<file path="config.mk">
export PLATFORM = sky130hd
export DESIGN_NAME = pfss_top
export DESIGN_NICKNAME = d
export VERILOG_FILES = /design/src/hdl/pfss_pkg.sv /design/src/hdl/pfss_top.sv
export SDC_FILE = /design/constraint.sdc
export NUM_CORES = 2
export LEC_CHECK = 0
export BUFFER_PORTS_ARGS = -buffer_cell sky130_fd_sc_hd__buf_2
export CORE_MARGIN = 2
export CORE_UTILIZATION = 45
export DETAILED_ROUTE_END_ITERATION = 16
export GPL_TIMING_DRIVEN = 0
export PLACE_DENSITY = 0.68
export SETUP_SLACK_MARGIN = 0.15
export SYNTH_ARGS = -nofsm -noshare
export SYNTH_HDL_FRONTEND = slang
export SYNTH_SLANG_ARGS = --single-unit
</file>
<file path="constraint.sdc">
create_clock -name ref_clk -period 108.7 [get_ports ref_clk]
set_input_delay 21.74 -clock ref_clk [delete_from_list [all_inputs] [get_ports ref_clk]]
set_output_delay 21.74 -clock ref_clk [all_outputs]
set_load 0.005 [all_outputs]
</file>
<file path="src/hdl/pfss_pkg.sv">
// Constants, types and register map for the feedback select and standby block
// Behaviour
// RULE1 - Feedback selector takes 0 to 5, resets to 0
// RULE2 - Selector 0 gives analog input 2, selector 1 gives analog input 1
// RULE3 - Selector 2 gives motor current as percent of rated current
// RULE4 - Selector 3 gives DC bus, 0 to 1000 V as 0 to 100 percent
// RULE5 - Selector 4 gives input 1 minus input 2, negatives clamped to zero
// RULE6 - Selector 5 gives the larger of the two analog inputs
// RULE7 - Input 2 format offers 0-10 V (default) and 0-20 mA
// RULE8 - 4-20 mA trip format trips with loss fault below 3 mA
// RULE9 - 4-20 mA fallback format runs preset speed 1 below 3 mA
// RULE10 - Inverted 20-4 mA formats with the same trip and fallback variants
// RULE11 - Thermistor trips at 3 kohm, resets at 1 kohm, needs input 3 trip
// RULE12 - Nonzero standby time enables standby after that long at minimum speed
// RULE13 - In process mode 5 or 6, wake only when error exceeds wake level
// RULE14 - Relay comparison has 0 to 100 percent hysteresis, default 0
// RULE15 - Feedback and thresholds are evaluated once per sample strobe; relay, wake and thermistor reset levels are checked every clock
`default_nettype none
package pfss_pkg;
   // Percent values are in tenths of a percent, 1000 is full scale
   localparam int PW = 16;
   localparam int AW = 6;
   localparam logic [PW-1:0] PCT_FULL = 16'h03E8;
   localparam logic [PW-1:0] PCT_SAT = 16'h07D0;
   // Register byte addresses
   localparam logic [AW-1:0] OFS_CFG = 6'h00;
   localparam logic [AW-1:0] OFS_RATED = 6'h04;
   localparam logic [AW-1:0] OFS_STBY = 6'h08;
   localparam logic [AW-1:0] OFS_WAKE = 6'h0C;
   localparam logic [AW-1:0] OFS_RTHR = 6'h10;
   localparam logic [AW-1:0] OFS_RHYS = 6'h14;
   localparam logic [AW-1:0] OFS_STAT = 6'h18;
   localparam logic [AW-1:0] OFS_ISTAT = 6'h1C;
   localparam logic [AW-1:0] OFS_IMASK = 6'h20;
   localparam logic [AW-1:0] OFS_CMD = 6'h24;
   // Field positions
   localparam int CFG_SEL_LSB = 0;
   localparam int CFG_FMT_LSB = 4;
   localparam int CFG_DI3_BIT = 8;
   localparam int CFG_MODE_LSB = 12;
   localparam int CMD_FRST_BIT = 0;
   localparam int NEV = 5;
   localparam int EV_LOSS = 0;
   localparam int EV_FALLBK = 1;
   localparam int EV_THERM = 2;
   localparam int EV_STBY = 3;
   localparam int EV_WAKE = 4;
   // Reset values, limits and process mode codes
   localparam logic [2:0] SEL_MAX = 3'h5;
   localparam logic [2:0] SEL_RST = 3'h0;
   localparam logic [3:0] MODE_RST = 4'h0;
   localparam logic [3:0] MODE_PI_A = 4'h5;
   localparam logic [3:0] MODE_PI_B = 4'h6;
   localparam logic [PW-1:0] RATED_RST = 16'h0064;
   localparam logic [7:0] STBY_RST = 8'h00;
   localparam logic [7:0] STBY_MAX = 8'hFA;
   localparam logic [PW-1:0] WAKE_RST = 16'h0032;
   localparam logic [PW-1:0] RTHR_RST = 16'h0000;
   localparam logic [PW-1:0] RHYS_RST = 16'h0000;
   // Analog input 2 thresholds, microamps and ohms
   localparam logic [PW-1:0] UA_LOSS = 16'h0BB8;
   localparam logic [PW-1:0] UA_LIVE0 = 16'h0FA0;
   localparam logic [PW-1:0] OHM_TRIP = 16'h0BB8;
   localparam logic [PW-1:0] OHM_RESET = 16'h03E8;
   // Standby time step and clock, and the read data reset value
   localparam int STEP_MS = 100;
   localparam int CLK_KHZ = 100000;
   localparam int STEP_CYC = STEP_MS * CLK_KHZ;
   localparam logic [31:0] RDATA_RST = 32'h0000_0000;
   typedef enum logic [2:0] {
      PFSS_V10, PFSS_A20, PFSS_T420, PFSS_R420, PFSS_T204, PFSS_R204,
      PFSS_THERM
   } pfss_fmt_t;
   // One measurement set, all on ref_clk
   typedef struct packed {
      logic [PW-1:0] ain1;
      logic [PW-1:0] ain2_raw;
      logic [PW-1:0] mot_cur;
      logic [PW-1:0] dc_volts;
      logic [PW-1:0] therm_ohm;
   } pfss_meas_t;
   typedef struct packed {
      logic wr;
      logic rd;
      logic [AW-1:0] addr;
      logic [31:0] wdata;
   } pfss_bus_t;
endpackage
`default_nettype wire

</file>
<file path="src/hdl/pfss_top.sv">
// Feedback source select, input 2 supervision, standby and relay hysteresis
//
// The address map and the strobed register port were left to the implementer.
`timescale 1ns/10ps
`default_nettype none
module pfss_top import pfss_pkg::*; #(
   parameter int STEP_CYCLES = STEP_CYC
) (
   // Clock and reset
   input wire logic ref_clk,
   input wire logic rst,
   // Register port
   input wire pfss_bus_t bus,
   output logic [31:0] rdata,
   output logic irq,
   // Measurements, one set per strobe
   input wire logic sample_stb,
   input wire pfss_meas_t meas,
   // Drive state
   input wire logic at_min_speed,
   input wire logic [PW-1:0] setpoint,
   input wire logic [PW-1:0] relay_value,
   // Results
   output logic [PW-1:0] feedback,
   output logic loss_trip,
   output logic fallback_preset1,
   output logic therm_trip,
   output logic standby,
   output logic relay_on
);

   function automatic logic [PW-1:0] sat(input logic [31:0] v);
      sat = (v > 32'(PCT_SAT)) ? PCT_SAT : v[PW-1:0];
   endfunction

   function automatic logic is_reg(input logic [AW-1:0] a,
                                   input logic [AW-1:0] o);
      is_reg = (a == o);
   endfunction

   // Current formats whose signal loss trips the drive
   function automatic logic is_trip_fmt(input pfss_fmt_t f);
      is_trip_fmt = (f == PFSS_T420) || (f == PFSS_T204);
   endfunction

   // Current formats that fall back to preset speed 1 instead
   function automatic logic is_fbk_fmt(input pfss_fmt_t f);
      is_fbk_fmt = (f == PFSS_R420) || (f == PFSS_R204);
   endfunction

   logic [2:0] sel_q;
   pfss_fmt_t fmt_q;
   logic di3_trip_q;
   logic [3:0] mode_q;
   logic [PW-1:0] rated_q, wake_q, rthr_q, rhys_q;
   logic [7:0] stby_q;
   logic [NEV-1:0] ist_q, imask_q, ev;
   logic [PW-1:0] fb_q, fb_d, ain2_pm;
   logic loss_q, fbk_q, therm_q, stby_on_q, relay_q, irq_q;
   logic [31:0] rdata_q;
   logic sig_lost, wr_cfg, fault_rst;
   logic [31:0] cur_pm;
   logic [31:0] tick_q;
   logic [7:0] steps_q;
   logic pi_mode, wake_now, enter_now;
   logic [PW:0] err;
   logic [PW:0] off_lvl;
   logic [PW-1:0] ain1_pm;
   logic [NEV-1:0] ist_d, imask_d;
   logic loss_hit, fbk_hit, therm_hit;
   logic rd_istat, relay_off;

   assign wr_cfg = bus.wr && is_reg(bus.addr, OFS_CFG);
   assign fault_rst = bus.wr && is_reg(bus.addr, OFS_CMD) &&
                      bus.wdata[CMD_FRST_BIT];

   // Configuration writes; out of range codes keep the old setting
   always_ff @(posedge ref_clk or posedge rst) begin
      if (rst) begin
         sel_q <= SEL_RST; // [RULE1]
         fmt_q <= PFSS_V10; // [RULE7]
         di3_trip_q <= 1'b0;
         mode_q <= MODE_RST;
      end else if (wr_cfg) begin
         if (bus.wdata[CFG_SEL_LSB+:3] <= SEL_MAX) begin
            sel_q <= bus.wdata[CFG_SEL_LSB+:3]; // [RULE1]
         end
         if (bus.wdata[CFG_FMT_LSB+:3] <= 3'(PFSS_THERM)) begin
            fmt_q <= pfss_fmt_t'(bus.wdata[CFG_FMT_LSB+:3]); // [RULE7]
         end
         di3_trip_q <= bus.wdata[CFG_DI3_BIT];
         mode_q <= bus.wdata[CFG_MODE_LSB+:4];
      end
   end

   always_ff @(posedge ref_clk or posedge rst) begin
      if (rst) begin
         rated_q <= RATED_RST;
         stby_q <= STBY_RST;
         wake_q <= WAKE_RST;
         rthr_q <= RTHR_RST;
         rhys_q <= RHYS_RST;
      end else if (bus.wr) begin
         if (is_reg(bus.addr, OFS_RATED)) begin
            rated_q <= bus.wdata[PW-1:0];
         end
         if (is_reg(bus.addr, OFS_STBY) && bus.wdata[7:0] <= STBY_MAX) begin
            stby_q <= bus.wdata[7:0]; // [RULE12]
         end
         if (is_reg(bus.addr, OFS_WAKE) && bus.wdata[PW-1:0] <= PCT_FULL) begin
            wake_q <= bus.wdata[PW-1:0]; // [RULE13]
         end
         if (is_reg(bus.addr, OFS_RTHR)) begin
            rthr_q <= bus.wdata[PW-1:0];
         end
         if (is_reg(bus.addr, OFS_RHYS) && bus.wdata[PW-1:0] <= PCT_FULL) begin
            rhys_q <= bus.wdata[PW-1:0]; // [RULE14]
         end
      end
   end

   // Input 2 level in tenths of percent; raw is mV or uA per format
   always_comb begin
      ain2_pm = '0;
      sig_lost = 1'b0;
      unique case (fmt_q)
         PFSS_V10: ain2_pm = sat(32'(meas.ain2_raw) / 32'd10); // [RULE7]
         PFSS_A20: ain2_pm = sat(32'(meas.ain2_raw) / 32'd20); // [RULE7]
         PFSS_T420, PFSS_R420, PFSS_T204, PFSS_R204: begin
            sig_lost = meas.ain2_raw < UA_LOSS; // [RULE8] [RULE9] [RULE10]
            if (meas.ain2_raw > UA_LIVE0) begin
               ain2_pm = sat((32'(meas.ain2_raw) - 32'(UA_LIVE0)) / 32'd16);
            end
            if (fmt_q == PFSS_T204 || fmt_q == PFSS_R204) begin
               ain2_pm = (ain2_pm > PCT_FULL) ? '0 :
                         PCT_FULL - ain2_pm; // [RULE10]
            end
         end
         PFSS_THERM: ain2_pm = '0;
      endcase
   end

   // Hardware divider; a zero rated current gives zero feedback
   assign cur_pm = (rated_q == '0) ? 32'd0 :
                   (32'(meas.mot_cur) * 32'd1000) / 32'(rated_q);
   // Input 1 clamped like every other source
   assign ain1_pm = sat(32'(meas.ain1));

   always_comb begin
      fb_d = '0;
      unique case (sel_q)
         3'h0: fb_d = ain2_pm; // [RULE2]
         3'h1: fb_d = ain1_pm; // [RULE2]
         3'h2: fb_d = sat(cur_pm); // [RULE3]
         3'h3: fb_d = sat(32'(meas.dc_volts)); // [RULE4]
         3'h4: fb_d = (ain1_pm > ain2_pm) ?
                      ain1_pm - ain2_pm : '0; // [RULE5]
         3'h5: fb_d = (ain1_pm > ain2_pm) ? ain1_pm : ain2_pm; // [RULE6]
         default: fb_d = '0;
      endcase
   end

   always_ff @(posedge ref_clk or posedge rst) begin
      if (rst) begin
         fb_q <= '0;
      end else if (sample_stb) begin
         fb_q <= fb_d; // [RULE15]
      end
   end

   // Qualified sample events, shared by the latches and the status bits
   assign loss_hit = sample_stb && sig_lost && is_trip_fmt(fmt_q);
   assign fbk_hit = sample_stb && sig_lost && is_fbk_fmt(fmt_q);
   assign therm_hit = sample_stb && fmt_q == PFSS_THERM && di3_trip_q &&
                      meas.therm_ohm >= OHM_TRIP;

   // Trip latches until a fault reset; a new loss in that cycle wins
   always_ff @(posedge ref_clk or posedge rst) begin
      if (rst) begin
         loss_q <= 1'b0;
      end else if (loss_hit) begin
         loss_q <= 1'b1; // [RULE8] [RULE10] [RULE15]
      end else if (fault_rst) begin
         loss_q <= 1'b0;
      end
   end

   // Fallback follows the signal, no latch, so speed returns on recovery
   always_ff @(posedge ref_clk or posedge rst) begin
      if (rst) begin
         fbk_q <= 1'b0;
      end else if (sample_stb) begin
         fbk_q <= sig_lost && is_fbk_fmt(fmt_q); // [RULE9] [RULE10]
      end
   end

   // Thermistor trip; the reset needs the resistance back down
   always_ff @(posedge ref_clk or posedge rst) begin
      if (rst) begin
         therm_q <= 1'b0;
      end else if (therm_hit) begin
         therm_q <= 1'b1; // [RULE11] [RULE15]
      end else if (fault_rst && meas.therm_ohm <= OHM_RESET) begin
         therm_q <= 1'b0; // [RULE11]
      end
   end

   // Standby entry after stby_q steps of 100 ms at minimum speed
   assign pi_mode = (mode_q == MODE_PI_A) || (mode_q == MODE_PI_B);
   assign err = {1'b0, setpoint} - {1'b0, fb_q};
   assign enter_now = !stby_on_q && at_min_speed && stby_q != '0 &&
                      steps_q == stby_q;
   always_comb begin
      if (stby_q == '0) begin
         wake_now = stby_on_q; // [RULE12]
      end else if (pi_mode) begin
         wake_now = stby_on_q && !err[PW] &&
                    err[PW-1:0] > wake_q; // [RULE13]
      end else begin
         wake_now = stby_on_q && !at_min_speed;
      end
   end

   // Counting restarts whenever the drive leaves minimum speed
   always_ff @(posedge ref_clk or posedge rst) begin
      if (rst) begin
         tick_q <= '0;
         steps_q <= '0;
      end else if (!at_min_speed || stby_on_q || stby_q == '0) begin
         tick_q <= '0;
         steps_q <= '0;
      end else if (tick_q == 32'(STEP_CYCLES - 1)) begin
         tick_q <= '0;
         if (steps_q != stby_q) begin
            steps_q <= steps_q + 8'h01; // [RULE12]
         end
      end else begin
         tick_q <= tick_q + 32'h0000_0001;
      end
   end

   always_ff @(posedge ref_clk or posedge rst) begin
      if (rst) begin
         stby_on_q <= 1'b0;
      end else if (enter_now) begin
         stby_on_q <= 1'b1; // [RULE12]
      end else if (wake_now) begin
         stby_on_q <= 1'b0; // [RULE13]
      end
   end

   // Relay on at threshold, off only below threshold minus hysteresis
   assign off_lvl = {1'b0, rthr_q} - {1'b0, rhys_q};
   // Hysteresis above the threshold leaves the relay latched on
   assign relay_off = !off_lvl[PW] && relay_value < off_lvl[PW-1:0];
   always_ff @(posedge ref_clk or posedge rst) begin
      if (rst) begin
         relay_q <= 1'b0;
      end else if (relay_value >= rthr_q) begin
         relay_q <= 1'b1; // [RULE14]
      end else if (relay_off) begin
         relay_q <= 1'b0; // [RULE14]
      end
   end

   // Interrupt events; a read clears, but a same-cycle event is kept
   assign ev[EV_LOSS] = !loss_q && loss_hit;
   assign ev[EV_FALLBK] = !fbk_q && fbk_hit;
   assign ev[EV_THERM] = !therm_q && therm_hit;
   assign ev[EV_STBY] = enter_now;
   assign ev[EV_WAKE] = wake_now && !enter_now;
   assign rd_istat = bus.rd && is_reg(bus.addr, OFS_ISTAT);

   // Next status and mask, so irq follows both with no lag
   always_comb begin
      ist_d = ist_q | ev;
      if (rd_istat) begin
         ist_d = ev;
      end
      imask_d = imask_q;
      if (bus.wr && is_reg(bus.addr, OFS_IMASK)) begin
         imask_d = bus.wdata[NEV-1:0];
      end
   end

   always_ff @(posedge ref_clk or posedge rst) begin
      if (rst) begin
         ist_q <= '0;
      end else begin
         ist_q <= ist_d;
      end
   end

   always_ff @(posedge ref_clk or posedge rst) begin
      if (rst) begin
         imask_q <= '0;
      end else begin
         imask_q <= imask_d;
      end
   end

   always_ff @(posedge ref_clk or posedge rst) begin
      if (rst) begin
         irq_q <= 1'b0;
      end else begin
         irq_q <= |(ist_d & imask_d);
      end
   end

   // Read data valid only in the cycle after the strobe
   always_ff @(posedge ref_clk or posedge rst) begin
      if (rst) begin
         rdata_q <= RDATA_RST;
      end else if (!bus.rd) begin
         rdata_q <= RDATA_RST;
      end else begin
         unique case (bus.addr)
            OFS_CFG: rdata_q <= 32'({mode_q, 3'b000, di3_trip_q,
                                     1'b0, 3'(fmt_q), 1'b0, sel_q});
            OFS_RATED: rdata_q <= 32'(rated_q);
            OFS_STBY: rdata_q <= 32'(stby_q);
            OFS_WAKE: rdata_q <= 32'(wake_q);
            OFS_RTHR: rdata_q <= 32'(rthr_q);
            OFS_RHYS: rdata_q <= 32'(rhys_q);
            OFS_STAT: rdata_q <= {11'h000, relay_q, stby_on_q, therm_q,
                                  fbk_q, loss_q, fb_q};
            OFS_ISTAT: rdata_q <= 32'(ist_q);
            OFS_IMASK: rdata_q <= 32'(imask_q);
            default: rdata_q <= RDATA_RST;
         endcase
      end
   end

   assign rdata = rdata_q;
   assign irq = irq_q;
   assign feedback = fb_q;
   assign loss_trip = loss_q;
   assign fallback_preset1 = fbk_q;
   assign therm_trip = therm_q;
   assign standby = stby_on_q;
   assign relay_on = relay_q;

endmodule // pfss_top
`default_nettype wire

</file>
==> run_results.csv <==
group,metric,value,unit
layout,final_net_count,6697,
synth,synthXorXnorAreaFrac,6.98,%
layout,fill_cells,8753,
synth,syn_area,41400,um2
status,status,"finished with violations",
cts,clk_pin_slew,0.06,ns
synth,synth_ff_type,"dfrtp_1",
cts,cts_num_sinks,176,
min_path,hold_depth,1,
place,place_congestion,0.992,
die,coreArea,91500,um2
min_path,hp-class,"flop to flop",
grt,grt_max_degree,121,
synth,netlist_top_cells_area,"ha_1 (16%), dfrtp_1 (10%), a21oi_1 (4.9%), nor2_1 (4.6%), nand2_1 (4.4%)",
worst_setup_path,cpPeakStageDelay,0.56,ns
drt,drc,0,
timing,fin_tns_setup,0,ns
synth,synth_edf_count,0,
synth,yosysUniqueCellTypes,127,
layout,regArea,4410,um2
worst_setup_path,required,108.99,ns
flow_run,maxCapViolations,1,
place,portBuffers,172,
synth,synth_compound_area_share,28.9,%
die,row_count,111,
cts,htree_levels,4,
cts,cts_buffers,17,
drt,viasPerCell,6.17,
die,initial_core_util,45.3,%
synth,yosysMostFrequentCell,"ha_1",
timing,fin_skew,0.0171,ns
timing,period_minus_slack,104.81,ns
synth,synth_seq_area_share,10.6,%
drt,routedWlPerCell,19.1,um
grt,grt_pass1_vias,40600,
worst_setup_path,cpMostUsedCell,"o21a_1",
cts,clock-root-buffer,"clkbuf_16",
worst_setup_path,startpoint_type,"input port",
grt,grt.total_usage,27.1,%
synth,synth.avg_cell_area,7.44,um2
drt,firstDrtPassIters,6,
min_path,min_to,"tick_q[0]",
die,num_io_pins,210,
layout,drive_gt1_share,16.8,%
timing,finalCritPeriodShare,96.4,%
die,dieArea,94500,um2
synth,netlist.area_leader.share,16.4,%
grt,overflow,0,
synth,yosysWarnings,0,
timing,relSlewSlack,-0.359,%
cts,cts_hold_buf,0,
worst_setup_path,end_kind,"flop",
layout,area_delta_synth_final,15.5,%
die,die_y,307,um
worst_setup_path,reg2reg_depth,447,
drt,drtAntennaViolNets,0,
status,violations,"max-capacitance violations, max-slew violations",
synth,ys_ff_latch,176,
die,die_w,307,um
grt,antenna_found_initial,9,
timing,max_freq,9.54,MHz
timing,hold_violations,0,
worst_setup_path,reg2reg_slack,21.88,ns
timing,finalSetupViolCount,0,
layout,multi_input_area,36900,um2
worst_setup_path,crit_arrival,105.09,ns
synth,yosys.area_share.simple,24.0,%
place,dp_hpwl,107,mm
worst_setup_path,r2r-end,"feedback[6]",
timing,tightest_slew,1.50,ns
synth,synth_top_family_by_area,"compound AO/OA/AOI/OAI gates",
min_path,min_from,"tick_q[0]",
synth,synthAdderAreaFrac,19.4,%
worst_setup_path,rr_startpoint,"rated_q[0]",
cts,clkLatencyLatePin,0.44,ns
worst_setup_path,slowest_stage,"fa_1",
worst_setup_path,crit_fanout,10,
drt,drt_wl_total,136,mm
cts,cts_tree,"built",
synth,synthMuxAreaShare,5.28,%
synth,synthArstFlopShare,100,%
cts,clk_path_buf_depth,2,
worst_setup_path,worstSetupPathType,"input port to flop",
synth,synth_top_cell_by_area,"ha_1",
timing,drv_slew,26,
synth,synth_commonest_cells,"ha_1 (542), nor2_1 (509), nand2_1 (489)",
drt,drt_iter0_drc,3629,
synth,syn_inst,5566,
drt,vias,44100,
grt,grt_first_pass_wirelength,212,mm
-- metrics by stage --
stage / utilization, % / hold WS [ns] / cell area [um2] / setup slack [ns] / instances
finish: 52.3 / 0.493 / 47900 / 3.89 / 7143
global route: 52.3 / 0.506 / 47900 / -0.514 / 7140
CTS: 50.0 / 0.488 / 45800 / 0.157 / 7024
detailed placement: 48.0 / 0.479 / 44000 / -14.79 / 6949
global placement: 47.9 / 0.476 / 43900 / -13.83 / 6946
floorplan: - / 0.455 / 41500 / 1.88 / 5588
-- metal layers --
layer / global-route usage (%) / wire, um / up-vias
met4: 7.27 / 3900 / 10
met5: 0 / 56 / -
li1: - / - / 21500
met3: 2.92 / 7870 / 263
met1: 36.1 / 60200 / 20900
met2: 46.3 / 64100 / 1362
-- sequential cells by signal, summed over array words and instances, names as in the netlist, 8 cells and up --
name / flops
rhys_q: 16
feedback: 16
steps_q: 8
rthr_q: 16
rdata: 21
tick_q: 32
rated_q: 16
wake_q: 16
stby_q: 8
-- placed cells by master, fill, tap and decap left out, drive strengths merged, types with 21 or more instances in the layout --
cell	n
a211oi	48
a21boi	30
a21o	135
a21oi	411
a221oi	24
a22oi	26
a31oi	78
and2	69
and3	55
and4	21
buf	413
clkbuf	116
conb	24
dfrtp	170
fa	58
ha	542
inv	322
mux2	146
mux2i	52
nand2	493
nand2b	81
nand3	135
nand4	62
nor2	512
nor2b	68
nor3	253
nor4	53
o211a	21
o211ai	59
o21a	194
o21ai	308
o221ai	21
o22ai	47
o31ai	112
or2	65
or3	55
or4	27
xnor2	202
xor2	128
-- logic make-up (layout without fill, tap and decap cells) --
| group | count (synthesis) | after routing |
|---|---|---|
| multiplexers | 198 | 198 |
| AO/OA/AOI/OAI | 1751 | 1752 |
| XOR/XNOR | 330 | 330 |
| buffers and inverters | 500 | 865 |
| other | 2 | 27 |
| AND/OR/NAND/NOR | 2000 | 2000 |
| flip-flops | 176 | 176 |
| adder cells (fa/ha/maj) | 609 | 609 |
-- worst max-delay path by stage --
| stage | depth (start not counted) | slack [ns] | endpoint | from |
|---|---|---|---|---|
| floorplan | 432 | 1.88 | feedback[6] | meas[37] |
| global placement | 428 | -13.83 | feedback[6] | meas[37] |
| detailed placement | 428 | -14.79 | feedback[6] | meas[37] |
| CTS | 437 | 0.16 | feedback[6] | meas[37] |
| global route | 440 | -0.51 | feedback[6] | meas[37] |
| finish | 439 | 3.89 | feedback[6] | meas[37] |
-- critical path: cells and delay by family --
family | cells | cell delay [ns]
AO/OA/AOI/OAI | 246 | 45.91
AND/OR/NAND/NOR | 102 | 17.20
adder cells (fa/ha/maj) | 32 | 10.09
buffers and inverters | 52 | 7.73
multiplexers | 7 | 2.07
-- what timing repair did --
action / in CTS / in global routing
pin swaps: 36 / 114
gates cloned: 0 / 3
endpoints found under the setup margin: 11 / 10
resized for setup: 241 / 306
buffers inserted: 44 / 111
-- final cells by class --
cell class,count,area share (%)
Buffer,176,2.31
Timing Repair Buffer,334,4.51
Sequential cell,176,9.22
Clock buffer,19,0.925
Antenna cell,3,0.0157
Multi-Input combinational cell,4913,77.0
Tap cell,1186,3.10
Inverter,323,2.58
Clock inverter,13,0.324
Power is not shown: default switching activity piles up to over one toggle a cycle in this logic, so the estimate is an artifact.
